### src/design/lsp_top_fix.sv
// Purpose: spare design file, holds no logic
// Assumes: nothing
// Notes: no module here
`timescale 1ns/1ps

### src/design/lsp_pkg.sv
// Purpose: shared constants and types of the light sensor register port
// Assumes: 100 MHz system clock, byte-wide registers behind a two-wire slave
// Notes: all offsets, field positions, reset values and timing counts live here
package lsp_pkg;

	// slave address, upper six bits fixed, low bit from the strap
	localparam logic [5:0] ADDR_UPPER = 6'h22;

	// register offsets
	localparam logic [7:0] OFF_OP_SETUP = 8'h00;
	localparam logic [7:0] OFF_RANGE_SETUP = 8'h01;
	localparam logic [7:0] OFF_COUNT_LOW = 8'h04;
	localparam logic [7:0] OFF_COUNT_HIGH = 8'h05;
	localparam logic [7:0] OFF_TALLY_LOW = 8'h06;
	localparam logic [7:0] OFF_TALLY_HIGH = 8'h07;

	// command bits carried in the register pointer byte
	localparam int PTR_RESTART_BIT = 7;
	localparam int PTR_IRQ_CLEAR_BIT = 6;

	// field positions in the range register
	localparam int RANGE_LSB = 2;
	localparam int RANGE_MSB = 3;

	// reset values
	localparam logic [7:0] OP_SETUP_RESET = 8'h00;
	localparam logic [7:0] RANGE_SETUP_RESET = 8'h00;
	localparam logic [15:0] DATA_RESET = 16'h0000;

	// conversion mode that produces light counts
	localparam logic [1:0] MODE_LIGHT = 2'h2;

	// internal oscillator rates and derived divider lengths
	localparam int CLK_KHZ = 100000;
	localparam int OSC_SLOW_KHZ = 342;
	localparam int OSC_FAST_KHZ = 684;
	localparam int OSC_DIV_SLOW = CLK_KHZ / OSC_SLOW_KHZ;
	localparam int OSC_DIV_FAST = CLK_KHZ / OSC_FAST_KHZ;

	// oscillator cycles per conversion for each width code
	localparam int CYC_W0 = 65536;
	localparam int CYC_W1 = 4096;
	localparam int CYC_W2 = 256;
	localparam int CYC_W3 = 16;

	// layout of the operation setup register
	typedef struct packed {
		logic converter_run_bit;
		logic power_down_bit;
		logic timing_source_select;
		logic zero_bit;
		logic conv_mode_hi;
		logic conv_mode_lo;
		logic cycle_width_hi;
		logic cycle_width_lo;
	} lsp_op_setup_t;

	// synchronised pin levels
	typedef struct packed {
		logic scl;
		logic sda;
		logic strap;
	} lsp_pins_t;

endpackage

### src/design/lsp_top.sv
// Purpose: register port and integration timing of a light-to-digital converter
// Assumes: scl, sda and strap are asynchronous pins; light level comes from
//   front-end logic on the same clock
// Notes: sda is open drain; the block only ever pulls it low
// What this block does
// - answer address 100010 plus strap level
// - compare seven bits, eighth is direction
// - master clocks; data line shared by phase
// - receiver pulls data low at acknowledge
// - setup registers hold until rewritten
// - two bytes show latest light result
// - two bytes show previous period cycle tally
// - result is sixteen-bit light count
// - internal mode: oscillator plus selectable counter
// - external mode: period between restart commands
// - four gain ranges, dim to bright
// - operation setup fields, bit four zero
// - range bits three and two only
// - pointer bit seven restarts integration
// - pointer bit six clears pending interrupt
// - width code picks 65536/4096/256/16 cycles
// - only mode code 10 converts
// - run bit and power-down gate converter
// - tally counts cycles, latched at period end
`timescale 1ns/1ps
module lsp_top #(
	parameter int CYC_SEL0 = lsp_pkg::CYC_W0,
	parameter int CYC_SEL1 = lsp_pkg::CYC_W1,
	parameter int CYC_SEL2 = lsp_pkg::CYC_W2,
	parameter int CYC_SEL3 = lsp_pkg::CYC_W3,
	parameter int DIV_SLOW = lsp_pkg::OSC_DIV_SLOW,
	parameter int DIV_FAST = lsp_pkg::OSC_DIV_FAST
) (
	input wire logic clock,
	input wire logic rst,
	input wire logic scl_in,
	input wire logic sda_in,
	output logic sda_out,
	output logic sda_oe,
	input wire logic addr_strap_pin,
	input wire logic [15:0] light_level,
	input wire logic irq_event,
	output lsp_pkg::lsp_op_setup_t op_setup,
	output logic [1:0] range_sel,
	output logic integ_end,
	output logic irq_pending
);

	// slave sequencer states
	typedef enum logic [2:0] {
		ST_IDLE,
		ST_ADDR,
		ST_REG,
		ST_WDATA,
		ST_RDATA,
		ST_WAIT
	} lsp_state_t;

	lsp_pkg::lsp_pins_t pins; // synchronised pins
	lsp_pkg::lsp_pins_t pins_prev_reg; // previous synchronised levels
	lsp_state_t state_reg; // sequencer state
	logic [3:0] bit_cnt_reg; // bits seen in current byte
	logic ack_phase_reg; // inside the ninth clock
	logic [7:0] shift_reg; // received byte
	logic [7:0] tx_reg; // byte being sent
	logic [7:0] ptr_reg; // selected register
	logic [7:0] wr_data_reg; // byte to store
	logic wr_stb_reg; // one-cycle store request
	logic restart_stb_reg; // one-cycle restart request
	logic clr_stb_reg; // one-cycle interrupt clear
	logic nack_reg; // master refused further data
	logic [15:0] count_reg; // latest light result
	logic [15:0] tally_reg; // latched cycle tally
	logic [15:0] tally_cnt_reg; // running cycle tally
	logic [16:0] cyc_cnt_reg; // oscillator cycles this period
	logic [8:0] osc_div_reg; // oscillator divider

	// pins enter through two flops
	lsp_sync2 #(
		.WIDTH(3)
	) u_sync (
		.clock(clock),
		.rst(rst),
		.async_in({scl_in, sda_in, addr_strap_pin}),
		.sync_out(pins)
	);

	// edge and condition detection on synchronised levels
	wire scl_rise = pins.scl && !pins_prev_reg.scl;
	wire scl_fall = !pins.scl && pins_prev_reg.scl;
	wire start_det = pins.scl && pins_prev_reg.scl && pins_prev_reg.sda && !pins.sda;
	wire stop_det = pins.scl && pins_prev_reg.scl && !pins_prev_reg.sda && pins.sda;
	wire busy = (state_reg != ST_IDLE) && (state_reg != ST_WAIT);
	wire byte_done = !ack_phase_reg && (bit_cnt_reg == 4'h8);

	// address compare: fixed upper bits, strap as bit zero
	wire [6:0] own_addr = {lsp_pkg::ADDR_UPPER, pins.strap};
	wire addr_match = (shift_reg[7:1] == own_addr);
	wire read_dir = shift_reg[0];

	// read selection
	wire [7:0] range_byte = {4'h0, range_sel, 2'h0};
	wire [7:0] rd_byte = (ptr_reg == lsp_pkg::OFF_OP_SETUP) ? op_setup :
		(ptr_reg == lsp_pkg::OFF_RANGE_SETUP) ? range_byte :
		(ptr_reg == lsp_pkg::OFF_COUNT_LOW) ? count_reg[7:0] :
		(ptr_reg == lsp_pkg::OFF_COUNT_HIGH) ? count_reg[15:8] :
		(ptr_reg == lsp_pkg::OFF_TALLY_LOW) ? tally_reg[7:0] :
		(ptr_reg == lsp_pkg::OFF_TALLY_HIGH) ? tally_reg[15:8] : 8'h00;

	// remember last levels for edge detection
	always_ff @(posedge clock) begin
		if (rst) begin
			pins_prev_reg <= '1;
		end else begin
			pins_prev_reg <= pins;
		end
	end

	// slave sequencer: bits shift in on rising scl, sda changes on falling scl
	always_ff @(posedge clock) begin
		if (rst) begin
			state_reg <= ST_IDLE;
			bit_cnt_reg <= 4'h0;
			ack_phase_reg <= 1'b0;
			shift_reg <= 8'h00;
			tx_reg <= 8'h00;
			ptr_reg <= 8'h00;
			wr_data_reg <= 8'h00;
			wr_stb_reg <= 1'b0;
			restart_stb_reg <= 1'b0;
			clr_stb_reg <= 1'b0;
			nack_reg <= 1'b0;
			sda_oe <= 1'b0;
		end else begin
			wr_stb_reg <= 1'b0;
			restart_stb_reg <= 1'b0;
			clr_stb_reg <= 1'b0;
			if (start_det) begin
				// start or repeated start: fresh address byte
				state_reg <= ST_ADDR;
				bit_cnt_reg <= 4'h0;
				ack_phase_reg <= 1'b0;
				sda_oe <= 1'b0;
			end else if (stop_det) begin
				// stop: let go of the line
				state_reg <= ST_IDLE;
				ack_phase_reg <= 1'b0;
				sda_oe <= 1'b0;
			end else if (scl_rise && busy) begin
				if (!ack_phase_reg) begin
					shift_reg <= {shift_reg[6:0], pins.sda};
					bit_cnt_reg <= bit_cnt_reg + 4'h1;
				end else begin
					// master answer after a byte we sent
					nack_reg <= pins.sda;
				end
			end else if (scl_fall && busy) begin
				if (byte_done) begin
					ack_phase_reg <= 1'b1;
					bit_cnt_reg <= 4'h0;
					case (state_reg)
						ST_ADDR: begin
							if (addr_match) begin
								sda_oe <= 1'b1;
							end else begin
								// not ours: ignore until next start
								state_reg <= ST_WAIT;
								ack_phase_reg <= 1'b0;
							end
						end
						ST_REG: begin
							sda_oe <= 1'b1;
							ptr_reg <= shift_reg;
							restart_stb_reg <= shift_reg[lsp_pkg::PTR_RESTART_BIT];
							clr_stb_reg <= shift_reg[lsp_pkg::PTR_IRQ_CLEAR_BIT];
						end
						ST_WDATA: begin
							sda_oe <= 1'b1;
							wr_data_reg <= shift_reg;
							wr_stb_reg <= 1'b1;
						end
						ST_RDATA: begin
							// master acknowledges, release line
							sda_oe <= 1'b0;
						end
						default: begin
							sda_oe <= 1'b0;
						end
					endcase
				end else if (ack_phase_reg) begin
					// end of ninth clock: next phase
					ack_phase_reg <= 1'b0;
					case (state_reg)
						ST_ADDR: begin
							if (read_dir) begin
								state_reg <= ST_RDATA;
								tx_reg <= rd_byte;
								sda_oe <= !rd_byte[7];
							end else begin
								state_reg <= ST_REG;
								sda_oe <= 1'b0;
							end
						end
						ST_REG: begin
							state_reg <= ST_WDATA;
							sda_oe <= 1'b0;
						end
						ST_WDATA: begin
							sda_oe <= 1'b0;
						end
						ST_RDATA: begin
							if (nack_reg) begin
								state_reg <= ST_WAIT;
								sda_oe <= 1'b0;
							end else begin
								tx_reg <= rd_byte;
								sda_oe <= !rd_byte[7];
							end
						end
						default: begin
							sda_oe <= 1'b0;
						end
					endcase
				end else if (state_reg == ST_RDATA) begin
					// next data bit, pulled low only for a zero
					tx_reg <= {tx_reg[6:0], 1'b0};
					sda_oe <= !tx_reg[6];
				end
			end
		end
	end

	// line value is always low; the enable does the signalling
	always_ff @(posedge clock) begin
		if (rst) begin
			sda_out <= 1'b0;
		end else begin
			sda_out <= 1'b0;
		end
	end

	// reset value of the range field, cut from the full register
	localparam logic [1:0] RANGE_SETUP_RESET_BITS =
		lsp_pkg::RANGE_SETUP_RESET[lsp_pkg::RANGE_MSB:lsp_pkg::RANGE_LSB];

	// setup registers change only on a store
	always_ff @(posedge clock) begin
		if (rst) begin
			op_setup <= lsp_pkg::OP_SETUP_RESET;
			range_sel <= RANGE_SETUP_RESET_BITS;
		end else if (wr_stb_reg) begin
			if (ptr_reg == lsp_pkg::OFF_OP_SETUP) begin
				op_setup <= {wr_data_reg[7:5], 1'b0, wr_data_reg[3:0]};
			end
			if (ptr_reg == lsp_pkg::OFF_RANGE_SETUP) begin
				range_sel <= wr_data_reg[lsp_pkg::RANGE_MSB:lsp_pkg::RANGE_LSB];
			end
		end
	end

	// pending interrupt: a new event wins over a clear
	always_ff @(posedge clock) begin
		if (rst) begin
			irq_pending <= 1'b0;
		end else if (irq_event) begin
			irq_pending <= 1'b1;
		end else if (clr_stb_reg) begin
			irq_pending <= 1'b0;
		end
	end

	// converter runs only when enabled, powered and in light mode
	wire [1:0] conv_mode = {op_setup.conv_mode_hi, op_setup.conv_mode_lo};
	wire active = op_setup.converter_run_bit && !op_setup.power_down_bit &&
		(conv_mode == lsp_pkg::MODE_LIGHT);

	// faster oscillator on the two upper ranges
	wire [8:0] div_max = range_sel[1] ? 9'(DIV_FAST - 1) : 9'(DIV_SLOW - 1);
	wire osc_tick = active && (osc_div_reg >= div_max); // at or past, so a range change cannot run away

	// cycles per conversion from the width code
	wire [1:0] width_code = {op_setup.cycle_width_hi, op_setup.cycle_width_lo};
	wire [16:0] cyc_target = (width_code == 2'h0) ? 17'(CYC_SEL0) :
		(width_code == 2'h1) ? 17'(CYC_SEL1) :
		(width_code == 2'h2) ? 17'(CYC_SEL2) : 17'(CYC_SEL3);

	// period ends at the target count, or past it after a width change, or on a restart command
	wire int_end = !op_setup.timing_source_select && osc_tick &&
		(cyc_cnt_reg >= (cyc_target - 17'h00001));
	wire ext_end = op_setup.timing_source_select && restart_stb_reg;
	wire period_end = active && (int_end || ext_end || restart_stb_reg);

	// internal oscillator divider, realigned at every period start
	always_ff @(posedge clock) begin
		if (rst) begin
			osc_div_reg <= 9'h000;
		end else if (!active || period_end || osc_tick) begin
			osc_div_reg <= 9'h000;
		end else begin
			osc_div_reg <= osc_div_reg + 9'h001;
		end
	end

	// cycle counters: held at zero while the converter is not active, cleared at each period end
	always_ff @(posedge clock) begin
		if (rst) begin
			cyc_cnt_reg <= 17'h00000;
			tally_cnt_reg <= 16'h0000;
		end else if (!active || period_end) begin
			cyc_cnt_reg <= 17'h00000;
			tally_cnt_reg <= 16'h0000;
		end else if (osc_tick) begin
			cyc_cnt_reg <= cyc_cnt_reg + 17'h00001;
			tally_cnt_reg <= tally_cnt_reg + 16'h0001;
		end
	end

	// result and tally latched at the end of each period
	always_ff @(posedge clock) begin
		if (rst) begin
			count_reg <= lsp_pkg::DATA_RESET;
			tally_reg <= lsp_pkg::DATA_RESET;
			integ_end <= 1'b0;
		end else begin
			integ_end <= period_end;
			if (period_end) begin
				count_reg <= light_level;
				tally_reg <= tally_cnt_reg + {15'h0000, osc_tick};
			end
		end
	end

endmodule

### src/design/lsp_sync2.sv
// Purpose: two-stage synchroniser for a bundle of asynchronous pin levels
// Assumes: each bit is an independent level
// Notes: first stage is read only by the second stage
`timescale 1ns/1ps
module lsp_sync2 #(
	parameter int WIDTH = 3
) (
	input wire logic clock,
	input wire logic rst,
	input wire logic [WIDTH-1:0] async_in,
	output logic [WIDTH-1:0] sync_out
);

	logic [WIDTH-1:0] meta_reg; // first stage, metastability catcher

	// two flops in a row
	always_ff @(posedge clock) begin
		if (rst) begin
			meta_reg <= '1;
			sync_out <= '1;
		end else begin
			meta_reg <= async_in;
			sync_out <= meta_reg;
		end
	end

endmodule

### config.mk
export PLATFORM = sky130hd
export DESIGN_NAME = lsp_top
export DESIGN_NICKNAME = d
export VERILOG_FILES = /design/src/design/lsp_top_fix.sv /design/src/design/lsp_pkg.sv /design/src/design/lsp_top.sv /design/src/design/lsp_sync2.sv
export SDC_FILE = /design/constraint.sdc
export NUM_CORES = 1
export LEC_CHECK = 0
export BUFFER_PORTS_ARGS = -buffer_cell sky130_fd_sc_hd__buf_2
export CORE_UTILIZATION = 61
export DETAILED_ROUTE_END_ITERATION = 6
export PLACE_DENSITY = 0.8
export SETUP_SLACK_MARGIN = 0.3
export SYNTH_ARGS = -nofsm -noshare
export SYNTH_HDL_FRONTEND = slang
export SYNTH_SLANG_ARGS = --single-unit
### constraint.sdc
create_clock -name clock -period 3.4 [get_ports clock]
set_input_delay 0.17 -clock clock [delete_from_list [all_inputs] [get_ports clock]]
set_output_delay 0.17 -clock clock [all_outputs]
set_load 0.01 [all_outputs]
# After elaboration in Yosys (flattened, before gate mapping)
# Cells that the tools add are included.
# op_classes
addsub	6
n_reduce_logical	65
n_mux	44
eq_ne	26
div	0
n_shift	0
n_mul	0
magnitude_cmp	2
bitwise_logic	7
# ops
operator	count
$mux W8	6
$eq A8 B3 Y1 const B	4
$mux W7	4
$logic_and A1 B1 Y1	18
$mux W3	6
$mux W9	2
$ne A3 B3 Y1 const B	6
$add A17 B1 Y17 const B	1
$ge A17 B17 Y1	1
$mux W17	1
$sub A17 B1 Y17 const B	1
$add A16 B1 Y16	1
$add A16 B1 Y16 const B	1
$mux W1	16
$mux W4	4
$reduce_and A4 Y1	4
$pmux W7 S2	1
$reduce_and A7 Y1	2
$mux W13	1
$reduce_and A6 Y1	2
$reduce_bool A2 Y1	6
$reduce_bool A3 Y1	4
$logic_not A1 Y1	10
$add A9 B1 Y9 const B	1
other kinds (29)	47
# word_totals
ram_bits	0
input_bits	22
mem_bits_ro	0
n_memories	0
latchBits	0
ff_bits	137
wordCells	182
output_inout_bits	14

# Longest topological paths before layout
# Gate-level depths: netlist of the first run.
# depth
depth_word	13
depth_mapped	14
depth_no_buf	13

# Cells and area by module
# Synthesis of the first run repeated with hierarchy kept, for this count alone.
# hier_totals
hier_cells	804
hier_area_um2	6734.0
# by_module_without_submodules
mod	seq_area_each_um2	instances	cells_per_inst	area_each_um2
lsp_top	2602.5	1	792	6576.3
lsp_sync2	120.1	1	12	157.7

# Least setup slack after synthesis of the first run
# Ideal clock, no wire load.
# synth_timing
path_kind	reg-to-reg
start	register range_sel[1]
end	register tally_reg[12]
setup_ps	86
stages_incl_launch_ff	12
setup_slack_ps	551
synth_period_minus_slack_ps	2849
path_buffers	1
arrival_ps	2763
required_ps	3314
cell_sequence	dfxtp_1 > ha_1 > a2111o_1 > o21ai_1 > inv_1 > buf_1 > ha_1 > ha_1 > nand3_1 > nor2_1 > xnor2_1 > a211oi_1
# synth_between
elab_chain_len	8
word_cells_on_any_way	9
classes_between	1 x add/sub; 1 x order compare; 1 x mux; 6 x reduce/logical
# synth_rtl
item	line	rtl
from (decl)	lsp_top.sv:44	output logic [1:0] range_sel,
from (signal assigned)	lsp_top.sv:256	range_sel <= wr_data_reg[lsp_pkg::RANGE_MSB:lsp_pkg::RANGE_LSB];
$mux W9 *	lsp_top.sv:278	wire [8:0] div_max = range_sel[1] ? 9'(DIV_FAST - 1) : 9'(DIV_SLOW - 1);
$ge A9 B9 Y1 *	lsp_top.sv:279	wire osc_tick = active && (osc_div_reg >= div_max);
$logic_and A1 B1 Y1 *	lsp_top.sv:279	
net osc_tick	lsp_top.sv:279	
branches (longest 5 deep; another with $add A16 B1 Y16)	--	
to (signal assigned)	lsp_top.sv:322	tally_reg <= lsp_pkg::DATA_RESET;
to (signal assigned)	lsp_top.sv:328	tally_reg <= tally_cnt_reg + {15'h0000, osc_tick};
to (decl)	lsp_top.sv:73	logic [15:0] tally_reg;
# Mark *: on every way through the listed nets, which the timed path passes.
# A chain may end at the register's enable or synchronous reset.

# Worst setup path after layout of the first run
# layout_timing
start	register op_setup[0] (netlist name)
end	register tally_reg[4]
# layout_between
elab_chain_len	10
word_cells_on_any_way	12
classes_between	1 x add/sub; 1 x order compare; 2 x eq/ne; 3 x mux; 5 x reduce/logical
# layout_rtl
item	line	rtl
from (decl)	lsp_top.sv:43	output lsp_pkg::lsp_op_setup_t op_setup,
from (signal assigned)	lsp_top.sv:249	op_setup <= lsp_pkg::OP_SETUP_RESET;
from (signal assigned)	lsp_top.sv:253	op_setup <= {wr_data_reg[7:5], 1'b0, wr_data_reg[3:0]};
$eq A2 B2 Y1	lsp_top.sv:285	(width_code == 2'h2) ? 17'(CYC_SEL2) : 17'(CYC_SEL3);
$mux W9	lsp_top.sv:285	
$mux W13	lsp_top.sv:284	(width_code == 2'h1) ? 17'(CYC_SEL1) :
$mux W17 *	lsp_top.sv:283	wire [16:0] cyc_target = (width_code == 2'h0) ? 17'(CYC_SEL0) :
$sub A17 B1 Y17 *	lsp_top.sv:289	(cyc_cnt_reg >= (cyc_target - 17'h00001));
$ge A17 B17 Y1 *	lsp_top.sv:289	
$logic_and A1 B1 Y1 *	lsp_top.sv:288	wire int_end = !op_setup.timing_source_select && osc_tick &&
$logic_or A1 B1 Y1 * (2 in a row)	lsp_top.sv:291	wire period_end = active && (int_end || ext_end || restart_stb_reg);
$logic_and A1 B1 Y1 *	lsp_top.sv:291	
# Mark *: on every way between the ends. The rest lies on a longest branch, timed or not.

==> metrics.cfg, run 1 <==
[outcome]
status = finished, final reports clean

[power]
p_comb_frac = 0.018
swShare = 0.1988
cellPowerDensity_nw_per_um2 = 463.3
p_int_w = 0.002841
p_clk_frac = 0.529
p_switching_w = 0.0007048
pwr-share-seq = 0.452
peakVddDrop_mv = 0.3821
cellLeakagePower_nw = 2.856

[floorplan]
coreArea_sq_um = 10420
ios = 36
start_util = 0.6364
num_rows = 37
die-width_um = 106.2
die_area_sq_um = 11290
die_h_um = 106.2

[placed_design]
gp_congestion = 0.8631
place_ws_ps = 509.1
placed_area_sq_um = 6794
numPortBuffers = 33
dp_hpwl_um = 10220

[job]
max-cap-violations = 0

[cells_and_area]
nets = 853
final_area_sq_um = 7652
area_growth_pct = 15.44
largest_register_ffs = 17
drive_above_1_share = 0.1390
n_antenna_cell = 0

[global_route]
grt_pass1_wl_um = 26340
grt_max_degree = 53
track_usage = 0.2978
grt-ovfl-total = 0
grt_pass1_vias = 5526
antenna_found_initial = 0

[synthesis]
ys_async_sr_fraction = 0
synth_edf_count = 0
yosys_warnings = 0
syn_area_sq_um = 6629
synth_cells = 773
yosysSeqAreaShare = 0.4107
ys_types = 75
synth-main-ff-cell = dfxtp_1
yosys_register_bits = 136
syn_avg_cell_area_sq_um = 8.575

[sta]
final_hold_viol_count = 0
finalCritPeriodShare = 0.8510
period_minus_slack_ps = 2893
fin_setup_tns_ps = 0
worst_slack_ps = 506.7
finalClockSkew_ps = 6.985
setup_viol = 0
worst_pin_slew_ps = 726.7
rsz0062_at_grt = no
fmax_mhz = 345.6
relSlewSlack = 0.5149
drv_slew = 0

[clocking]
cts_tree = built
clockBufferDepth = 2
clk_pin_slew_ps = 60
worstSkewPairLatency_ps = 540
cts.htree.levels = 4
cts_buffers = 17
clockRootBuffer = clkbuf_8
cts.sinks = 136

[critical_path]
rr_startpoint = op_setup[0]
path_cells = or2_2 > ha_1 > nand4_1 > or2_2 > a2111oi_2 > o211a_1 > buf_4 > nor3_1 > a211oi_1
cp.arrival_ps = 3330
setup.worst_path.class = reg -> reg
end_kind = flip-flop
slowest_delay_ps = 440
cp_max_fo = 32
crit_start = op_setup[0]
cpMaxStageDelayCell = dfxtp_1
cp_data_required_time_ps = 3840
worstSetupStartpointType = flip-flop
critical-path-top-cell-by-count = or2_2

[route]
drt_iter0_markers = 526
wire_per_inst_um = 16.64
first_pass_iters = 7
post_drt_via_cell_ratio = 6.112
ant_nets = 0
totalWireLength_um = 15900
num_vias = 5843
drc = 0

[hold_path]
worstHoldStart = rst
min_path_type = in -> reg

==> per-stage QoR <==
step                      std cells  power, W  utilization  hold slack, ps
after floorplan                 774  0.001666            -           273.8
after global placement          898  0.001682       0.6523           354.3
after detailed placement        898  0.001683       0.6523           354.5
after CTS                       949  0.003561       0.7296           128.9
after global routing            956  0.003644       0.7347           172.1
final                           956  0.003546       0.7347           146.1
==> critical path: cells and delay by family (launching register included) <==
family	cells	cell delay [ps]
fa+ha+maj	1	340
flops	1	440
buf+inv	1	280
compound gates	3	780
simple gates	4	950
==> layout make-up <==
| cell class | count | area [sq um] |
|---|---|---|
| sequential | 136 | 2723 |
| multi-input combinational | 569 | 3612 |
| fill | 778 | 2764 |
| inverter | 15 | 56.30 |
| timing repair buffer | 69 | 485.5 |
| clock buffer | 24 | 490.5 |
| clock inverter | 7 | 115.1 |
| tap | 136 | 170.2 |
==> power groups by stage <==
stage	clock network, W	registers [W]	logic (W)
final	0.00188	0.00160	0.0000653
after global routing	0.00197	0.00160	0.0000712
after floorplan	0	0.00164	0.0000294
after detailed placement	0	0.00164	0.0000455
after global placement	0	0.00164	0.0000443
after CTS	0.00189	0.00160	0.0000632
==> path summary, 6_finish.rpt <==
| path | slack (ps) | end | cells after the start |
|---|---|---|---|
| min reg2reg | 410 | u_sync.sync_out[2] | 1 |
| max reg2reg | 510 | tally_reg[4] | 9 |
| max | 510 | tally_reg[4] | 9 |
| min | 150 | ptr_reg[4] | 2 |
==> cells in the mapped netlist, drive strengths merged, types with 4 or more instances <==
cell / n / area (sq um)
dfxtp: 136 / 2723
nor2: 94 / 352.8
a21oi: 59 / 299.0
nand2: 58 / 217.7
nand3: 43 / 220.2
xnor2: 34 / 297.8
clkbuf: 32 / 120.1
nor3: 29 / 156.4
o21ai: 28 / 140.1
ha: 23 / 287.8
buf: 22 / 130.1
xor2: 22 / 192.7
mux2i: 20 / 200.2
nor4: 17 / 112.6
nand4: 16 / 100.1
or2: 16 / 100.1
a211oi: 15 / 112.6
inv: 15 / 56.30
and2: 7 / 43.80
mux2: 6 / 67.56
and3: 5 / 31.28
or3: 5 / 31.28
a22oi: 4 / 30.03
nand3b: 4 / 30.03
o211ai: 4 / 30.03
==> metal layers <==
layer	share of wire	track usage	vias to the layer above
li1	-	-	2809
met1	0.41	0.3555	2778
met2	0.50	0.5014	205
met3	0.047	0.05886	51
met4	0.036	0.1637	0
met5	0	0	-
==> logic make-up (layout without fill, tap and decap cells) <==
kind of cell | after synthesis | in the layout | synth area share
simple gates | 311 | 311 | 0.2344
compound gates | 149 | 149 | 0.1463
flops | 136 | 136 | 0.4107
buf+inv | 69 | 115 | 0.04624
fa+ha+maj | 23 | 23 | 0.04341
mux | 27 | 27 | 0.04379
xor+xnor | 56 | 56 | 0.07399
other cells | 2 | 3 | 0.001133
==> cell usage in the layout (no fill, tap or decap), drive strengths merged, types with 3 or more instances in the layout <==
cell type    synthesis  final
a211o                3      3
a211oi              15     15
a21o                 3      3
a21oi               59     59
a222oi               3      3
a22o                 3      3
a22oi                4      4
a41o                 3      3
and2                 7      7
and3                 5      5
buf                 22     49
bufinv               0      3
clkbuf              32     24
conb                 2      3
dfxtp              136    136
dlygate4sd3          0     20
ha                  23     23
inv                 15     15
mux2                 6      6
mux2i               20     20
nand2               58     58
nand3               43     43
nand3b               4      4
nand4               16     16
nor2                94     94
nor3                29     29
nor3b                3      3
nor4                17     17
o211ai               4      4
o21ai               28     28
or2                 16     16
or3                  5      5
xnor2               34     34
xor2                22     22
==> timing repair <==
item	in CTS	in global routing
buffers inserted	0	7
setup endpoints to repair	0	6
resized for setup	0	1
hold buffers	20	0
hold endpoints to repair	20	0
(Power assumes the default switching activity.)
==> run 2, diff against run 1 <==
Settings changed: CAP_MARGIN set to 15, CORE_UTILIZATION 61 to 50, CTS_CLUSTER_DIAMETER set to 60, PLACE_DENSITY 0.8 to 0.67.
==> run 2 against run 1 <==
Net effect: global-route usage down 6.3 points; flip-flop and latch count unchanged; maximum frequency up 1.8%; via count down 5.1%; total power down 1.6%; critical path type unchanged; clock skew about the same; highest routed layer unchanged; die area up 22%; final area down 2.1%; sequential power about the same; routed wire length down 5.5%; critical path depth unchanged.
==> metrics.cfg, run 2 (synthesized netlist as in run 1, its figures left out) <==
[sta]
fmax_mhz = 351.8  ; +1.8%
drv_slew = 0  ; unchanged
final_hold_viol_count = 0  ; unchanged
relSlewSlack = 0.4131  ; -0.1017
worst_pin_slew_ps = 880.3  ; +153.6 ps
worst_slack_ps = 557.8  ; +51.11 ps
finalClockSkew_ps = 6.913  ; -0.07189 ps
fin_setup_tns_ps = 0  ; unchanged
finalCritPeriodShare = 0.8359  ; -0.01503
period_minus_slack_ps = 2842  ; -51.11 ps
setup_viol = 0  ; unchanged
rsz0062_at_grt = no

[critical_path]
worstSetupStartpointType = flip-flop
cp_data_required_time_ps = 3700  ; -140 ps
crit_start = op_setup[0]
cp.arrival_ps = 3140  ; -190 ps
setup.worst_path.class = reg -> reg
rr_startpoint = op_setup[0]
rr_worst_depth = 9  ; unchanged
end_kind = flip-flop
cp_max_fo = 33  ; +3.1%

[floorplan]
num_rows = 41  ; +11%
ios = 36  ; unchanged
die_h_um = 117.1  ; +10%
start_util = 0.5190  ; -0.1174
die-width_um = 117.1  ; +10%
die_area_sq_um = 13720  ; +22%
coreArea_sq_um = 12770  ; +23%

[cells_and_area]
largest_register_ffs = 17  ; unchanged
drive_above_1_share = 0.1338  ; -0.005274
area_growth_pct = 13.02
nets = 832  ; -2.5%
final_cells = 972  ; +1.7%
nFillCells = 1120  ; +44%
mostFrequentLayoutCell = dfxtp_1
n_antenna_cell = 0  ; unchanged
layout_common_cells = dfxtp_1, nor2_1, nand2_1, a21oi_1, nand3_1
utilization = 0.5865  ; -0.1481

[placed_design]
place_inst = 935  ; +4.1%
gp_congestion = 0.8598  ; -0.38%
dp_hpwl_um = 10320  ; +0.89%
place_ws_ps = 585.3  ; +76.23 ps
numPortBuffers = 33  ; unchanged

[hold_path]
min_path_type = in -> reg
worstHoldStart = light_level[14]
hold-path-cell-count = 3  ; +1

[clocking]
clockRootBuffer = clkbuf_16
cts.sinks = 136  ; unchanged
cts_tree = built
cts_resized = 0  ; unchanged
clockBufferDepth = 2  ; unchanged
cts.htree.levels = 4  ; unchanged
clk_pin_slew_ps = 60  ; about the same
cts_buffers = 17  ; unchanged
worstSkewPairLatency_ps = 430  ; -110 ps

[route]
num_vias = 5544  ; -5.1%
drt_iter0_markers = 459  ; -13%
wire_per_inst_um = 15.47  ; -7.0%
ant_nets = 0  ; unchanged
drc = 0  ; unchanged
totalWireLength_um = 15030  ; -5.5%
post_drt_via_cell_ratio = 5.704  ; -6.7%
first_pass_iters = 5  ; -2

[global_route]
grt-ovfl-total = 0  ; unchanged
antenna_found_initial = 0  ; unchanged
grt_pass1_vias = 5154  ; -6.7%
grt_pass1_wl_um = 24720  ; -6.1%
grt_max_degree = 49  ; -7.5%
track_usage = 0.2344  ; -0.06341

[power]
fin_total_pwr_w = 0.003489  ; -1.6%
cellPowerDensity_nw_per_um2 = 465.7  ; +0.51%
cellLeakagePower_nw = 2.759  ; -3.4%
peakVddDrop_mv = 0.3961  ; +3.6%

[outcome]
status = finished, final reports clean

[job]
max-cap-violations = 0  ; unchanged

## run 2: report_power, final
| group | switching, W | internal [W] |
|---|---|---|
| Sequential | 0.00000376 | 0.00160 |
| Clock | 0.000665 | 0.00117 |
| Combinational | 0.0000279 | 0.0000214 |
## run 2: worst paths after layout
check | end | slack, ps
setup / recovery | tally_cnt_reg[15] | 560
hold / removal | count_reg[14] | 20
setup reg to reg | tally_cnt_reg[15] | 560
hold reg to reg | u_sync.sync_out[1] | 410
## run 2: through the flow
stage	instance area, sq um	hold slack, ps
finish	7492	19.45
global route	7492	23.28
CTS	7492	6.451
detailed placement	6847	357.0
global placement	6847	351.5
floorplan	6633	273.8
## run 2: worst max-delay path: stages, from the launching register on
cell,delay [ps]
dfxtp_1,440
or2_2,390
ha_1,330
nand4_1,150
or2_2,330
a2111oi_2,310
nor2_1,130
o31ai_4,180
buf_4,350
nor2_1,90
## run 2: cell type report
class | count | area [sq um] | area share
inverter | 15 | 56.30 | 0.007515
multi-input combinational | 569 | 3612 | 0.4821
sequential | 136 | 2723 | 0.3634
tap | 172 | 215.2 | 0.02872
timing repair buffer | 48 | 290.3 | 0.03874
clock buffer | 25 | 505.5 | 0.06747
clock inverter | 7 | 90.09 | 0.01202
## run 2: repair_timing
item | CTS | global route
hold buffers | 5 | 0
buffers inserted | 0 | 0
endpoints found under the hold margin | 5 | 0
## run 2: metal layers
layer / up-vias / share of wire / global-route usage
met1: 2620 / 0.45 / 0.2881
met3: 32 / 0.034 / 0.05201
met4: 0 / 0.023 / 0.1072
li1: 2771 / - / -
met5: - / 0 / 0
met2: 121 / 0.49 / 0.3922
==> run 3, diff against run 2 <==
Clock period 3.4 ns to 2.79 ns, I/O delays scaled along.
==> run 3 against run 2 <==
Net effect: combinational power up 55%; worst setup slack got worse by 290 ps; via count increased by 1.8%; utilization is 4.3 points higher; worst hold slack worse by 19 ps; die area unchanged; total power up 21%; maximum frequency is 13% higher; clock skew rose by 1.3 ps; routed wire length increased by 7.7%; clock power is 18% higher; critical path type unchanged; largest cell class unchanged.
==> metrics.cfg, run 3 (synthesized netlist as in run 1, its figures left out) <==
[cells_and_area]
area_growth_pct = 21.23
n_antenna_cell = 0  ; unchanged
mostFrequentLayoutCell = dfxtp_1
largest_register_ffs = 17  ; unchanged
regArea_sq_um = 2734  ; +0.41%
multi_input_area_sq_um = 3834  ; +6.1%
nFillCells = 1040  ; -7.1%
final_area_sq_um = 8036  ; +7.3%
drive_above_1_share = 0.1916  ; +0.05782
final_cells = 1002  ; +3.1%
layout_common_cells = dfxtp_1, nor2_1, nand2_1, a21oi_1, nand3_1
nets = 862  ; +3.6%

[placed_design]
placed_area_sq_um = 6974  ; +1.9%
dp_hpwl_um = 10560  ; +2.4%
numPortBuffers = 33  ; unchanged
place_inst = 940  ; +0.53%
gp_congestion = 0.8377  ; -2.6%

[critical_path]
setup.worst_path.class = reg -> reg
cp_data_required_time_ps = 3120  ; -580 ps
r2r_end = tally_reg[14]
path_cells = or2_4 > ha_4 > nand4_1 > or3_1 > o211ai_1 > o211a_4 > clkbuf_16 > nor3_2 > a211oi_1
reg2reg_slack_ps = 270  ; -290 ps
path_delay_family = simple AND/OR/NAND/NOR gates
critPathBufInv = 1  ; unchanged
end_kind = flip-flop
rr_worst_depth = 9  ; unchanged
cp.arrival_ps = 2850  ; -290 ps
rr_startpoint = op_setup[1]
slowest_delay_ps = 400  ; -40 ps
worstSetupStartpointType = flip-flop
cpMaxStageDelayCell = or3_1
cp_max_fo = 8  ; -76%

[power]
p_comb_frac = 0.018  ; +0.004
p_clk_frac = 0.519  ; -0.007
swShare = 0.2138  ; +0.01426
peakVddDrop_mv = 0.4034  ; +1.8%
p_switching_w = 0.0009004  ; +29%
cellPowerDensity_nw_per_um2 = 524.0  ; +13%
p_int_w = 0.003311  ; +19%
pwr-share-seq = 0.463  ; +0.004
cellLeakagePower_nw = 2.915  ; +5.7%
fin_total_pwr_w = 0.004211  ; +21%

[hold_path]
hold-path-cell-count = 3  ; unchanged
worstHoldStart = light_level[1]
holdPathEnd = count_reg[1]
min_path_type = in -> reg

[clocking]
clockBufferDepth = 2  ; unchanged
cts.htree.levels = 4  ; unchanged
worstSkewPairLatency_ps = 430  ; about the same
clockRootBuffer = clkbuf_16
clk_pin_slew_ps = 60  ; about the same
cts_buffers = 17  ; unchanged
cts_tree = built
cts.sinks = 136  ; unchanged

[route]
num_vias = 5644  ; +1.8%
drt_iter0_markers = 346  ; -25%
drc = 0  ; unchanged
wire_per_inst_um = 16.16  ; +4.5%
totalWireLength_um = 16200  ; +7.7%
first_pass_iters = 5  ; unchanged
ant_nets = 0  ; unchanged
post_drt_via_cell_ratio = 5.633  ; -1.2%

[floorplan]
coreArea_sq_um = 12770  ; unchanged
die_h_um = 117.1  ; unchanged
die-width_um = 117.1  ; unchanged
num_rows = 41  ; unchanged
die_area_sq_um = 13720  ; unchanged
start_util = 0.5190  ; unchanged
ios = 36  ; unchanged

[sta]
rsz0062_at_grt = yes
holdWs_ps = 0.8585  ; -18.59 ps
drv_slew = 0  ; unchanged
finalCritPeriodShare = 0.9027  ; +0.06673
relSlewSlack = 0.4969  ; +0.08375
fmax_mhz = 397.1  ; +13%
period_minus_slack_ps = 2518  ; -323.7 ps
finalClockSkew_ps = 8.252  ; +1.339 ps
worst_pin_slew_ps = 753.6  ; -126.7 ps
setup_viol = 0  ; unchanged
fin_setup_tns_ps = 0  ; unchanged
final_hold_viol_count = 0  ; unchanged

[global_route]
grt_pass1_vias = 5204  ; +0.97%
track_usage = 0.2379  ; +0.003482
grtUsageMet2 = 0.4039  ; +0.01176
grt_util_met3 = 0.05510  ; +0.003090
busiest_layer = met2
grt_max_degree = 43  ; -12%
grt-ovfl-total = 0  ; unchanged
grt_pass1_wl_um = 24920  ; +0.78%
antenna_found_initial = 0  ; unchanged
met1_usage = 0.2908  ; +0.002775

[outcome]
status = finished, final reports clean

[job]
max-cap-violations = 0  ; unchanged

-- run 3: cell types whose count changed in the layout (fill, tap and decap cells not counted), moves of 5 or more --
cell and change:
o21ai_0 -7, ha_1 -6, nor3_1 -6, ha_4 +5, o21ai_1 +5, dlygate4sd3_1 +11
buf_4 +10, nor3_2 +5
-- run 3: cell type report --
cell class                 instances  area share
clock inverter                    13     0.01619
tap                              172     0.02678
inverter                          15    0.007006
sequential                       136      0.3402
multi-input combinational        570      0.4770
clock buffer                      19     0.05511
timing repair buffer              77     0.07769
-- run 3: tightest hold or removal path: cells and delay by family --
kind | cells | cell delay [ps]
buf+inv | 1 | 80
compound gates | 2 | 180
-- run 3: power by group through the flow --
stage                     registers (W)  clock network [W]  logic (W)
final                           0.00195            0.00218  0.0000762
after floorplan                 0.00199                  0  0.0000359
after global placement          0.00200                  0  0.0000566
after CTS                       0.00195            0.00221  0.0000757
after global routing            0.00195            0.00231  0.0000834
after detailed placement        0.00200                  0  0.0000587
-- run 3: routing by layer --
| layer | wire [um] | part of all wire |
|---|---|---|
| met3 | 506 | 0.031 |
| met2 | 8151 | 0.50 |
| met5 | 0 | 0 |
| met4 | 392 | 0.024 |
| met1 | 7146 | 0.44 |
-- run 3: what timing repair did --
item	in CTS	in global routing
setup endpoints to repair	14	79
hold buffers	16	0
pin swaps	2	36
gates resized for setup	3	37
hold endpoints to repair	16	0
buffers inserted	0	8
cloned	0	6
-- run 3: worst max-delay path by stage --
stage	start	endpoint	slack, ps	cells after the start
floorplan	range_sel[1]	tally_reg[11]	300	12
global placement	range_sel[1]	tally_reg[9]	330	13
detailed placement	range_sel[1]	tally_reg[9]	290	13
CTS	op_setup[0]	cyc_cnt_reg[11]	290	9
global route	op_setup[1]	tally_reg[13]	190	9
finish	op_setup[1]	tally_reg[14]	270	9
-- run 3: stage by stage --
| step | util | setup slack, ps |
|---|---|---|
| 2_1_floorplan | - | 300.3 |
| 3_3_place_gp | 0.5460 | 334.9 |
| 3_5_place_dp | 0.5460 | 290.8 |
| 4_1_cts | 0.6041 | 293.1 |
| 5_1_grt | 0.6292 | 194.1 |
| 6_report | 0.6292 | 271.6 |
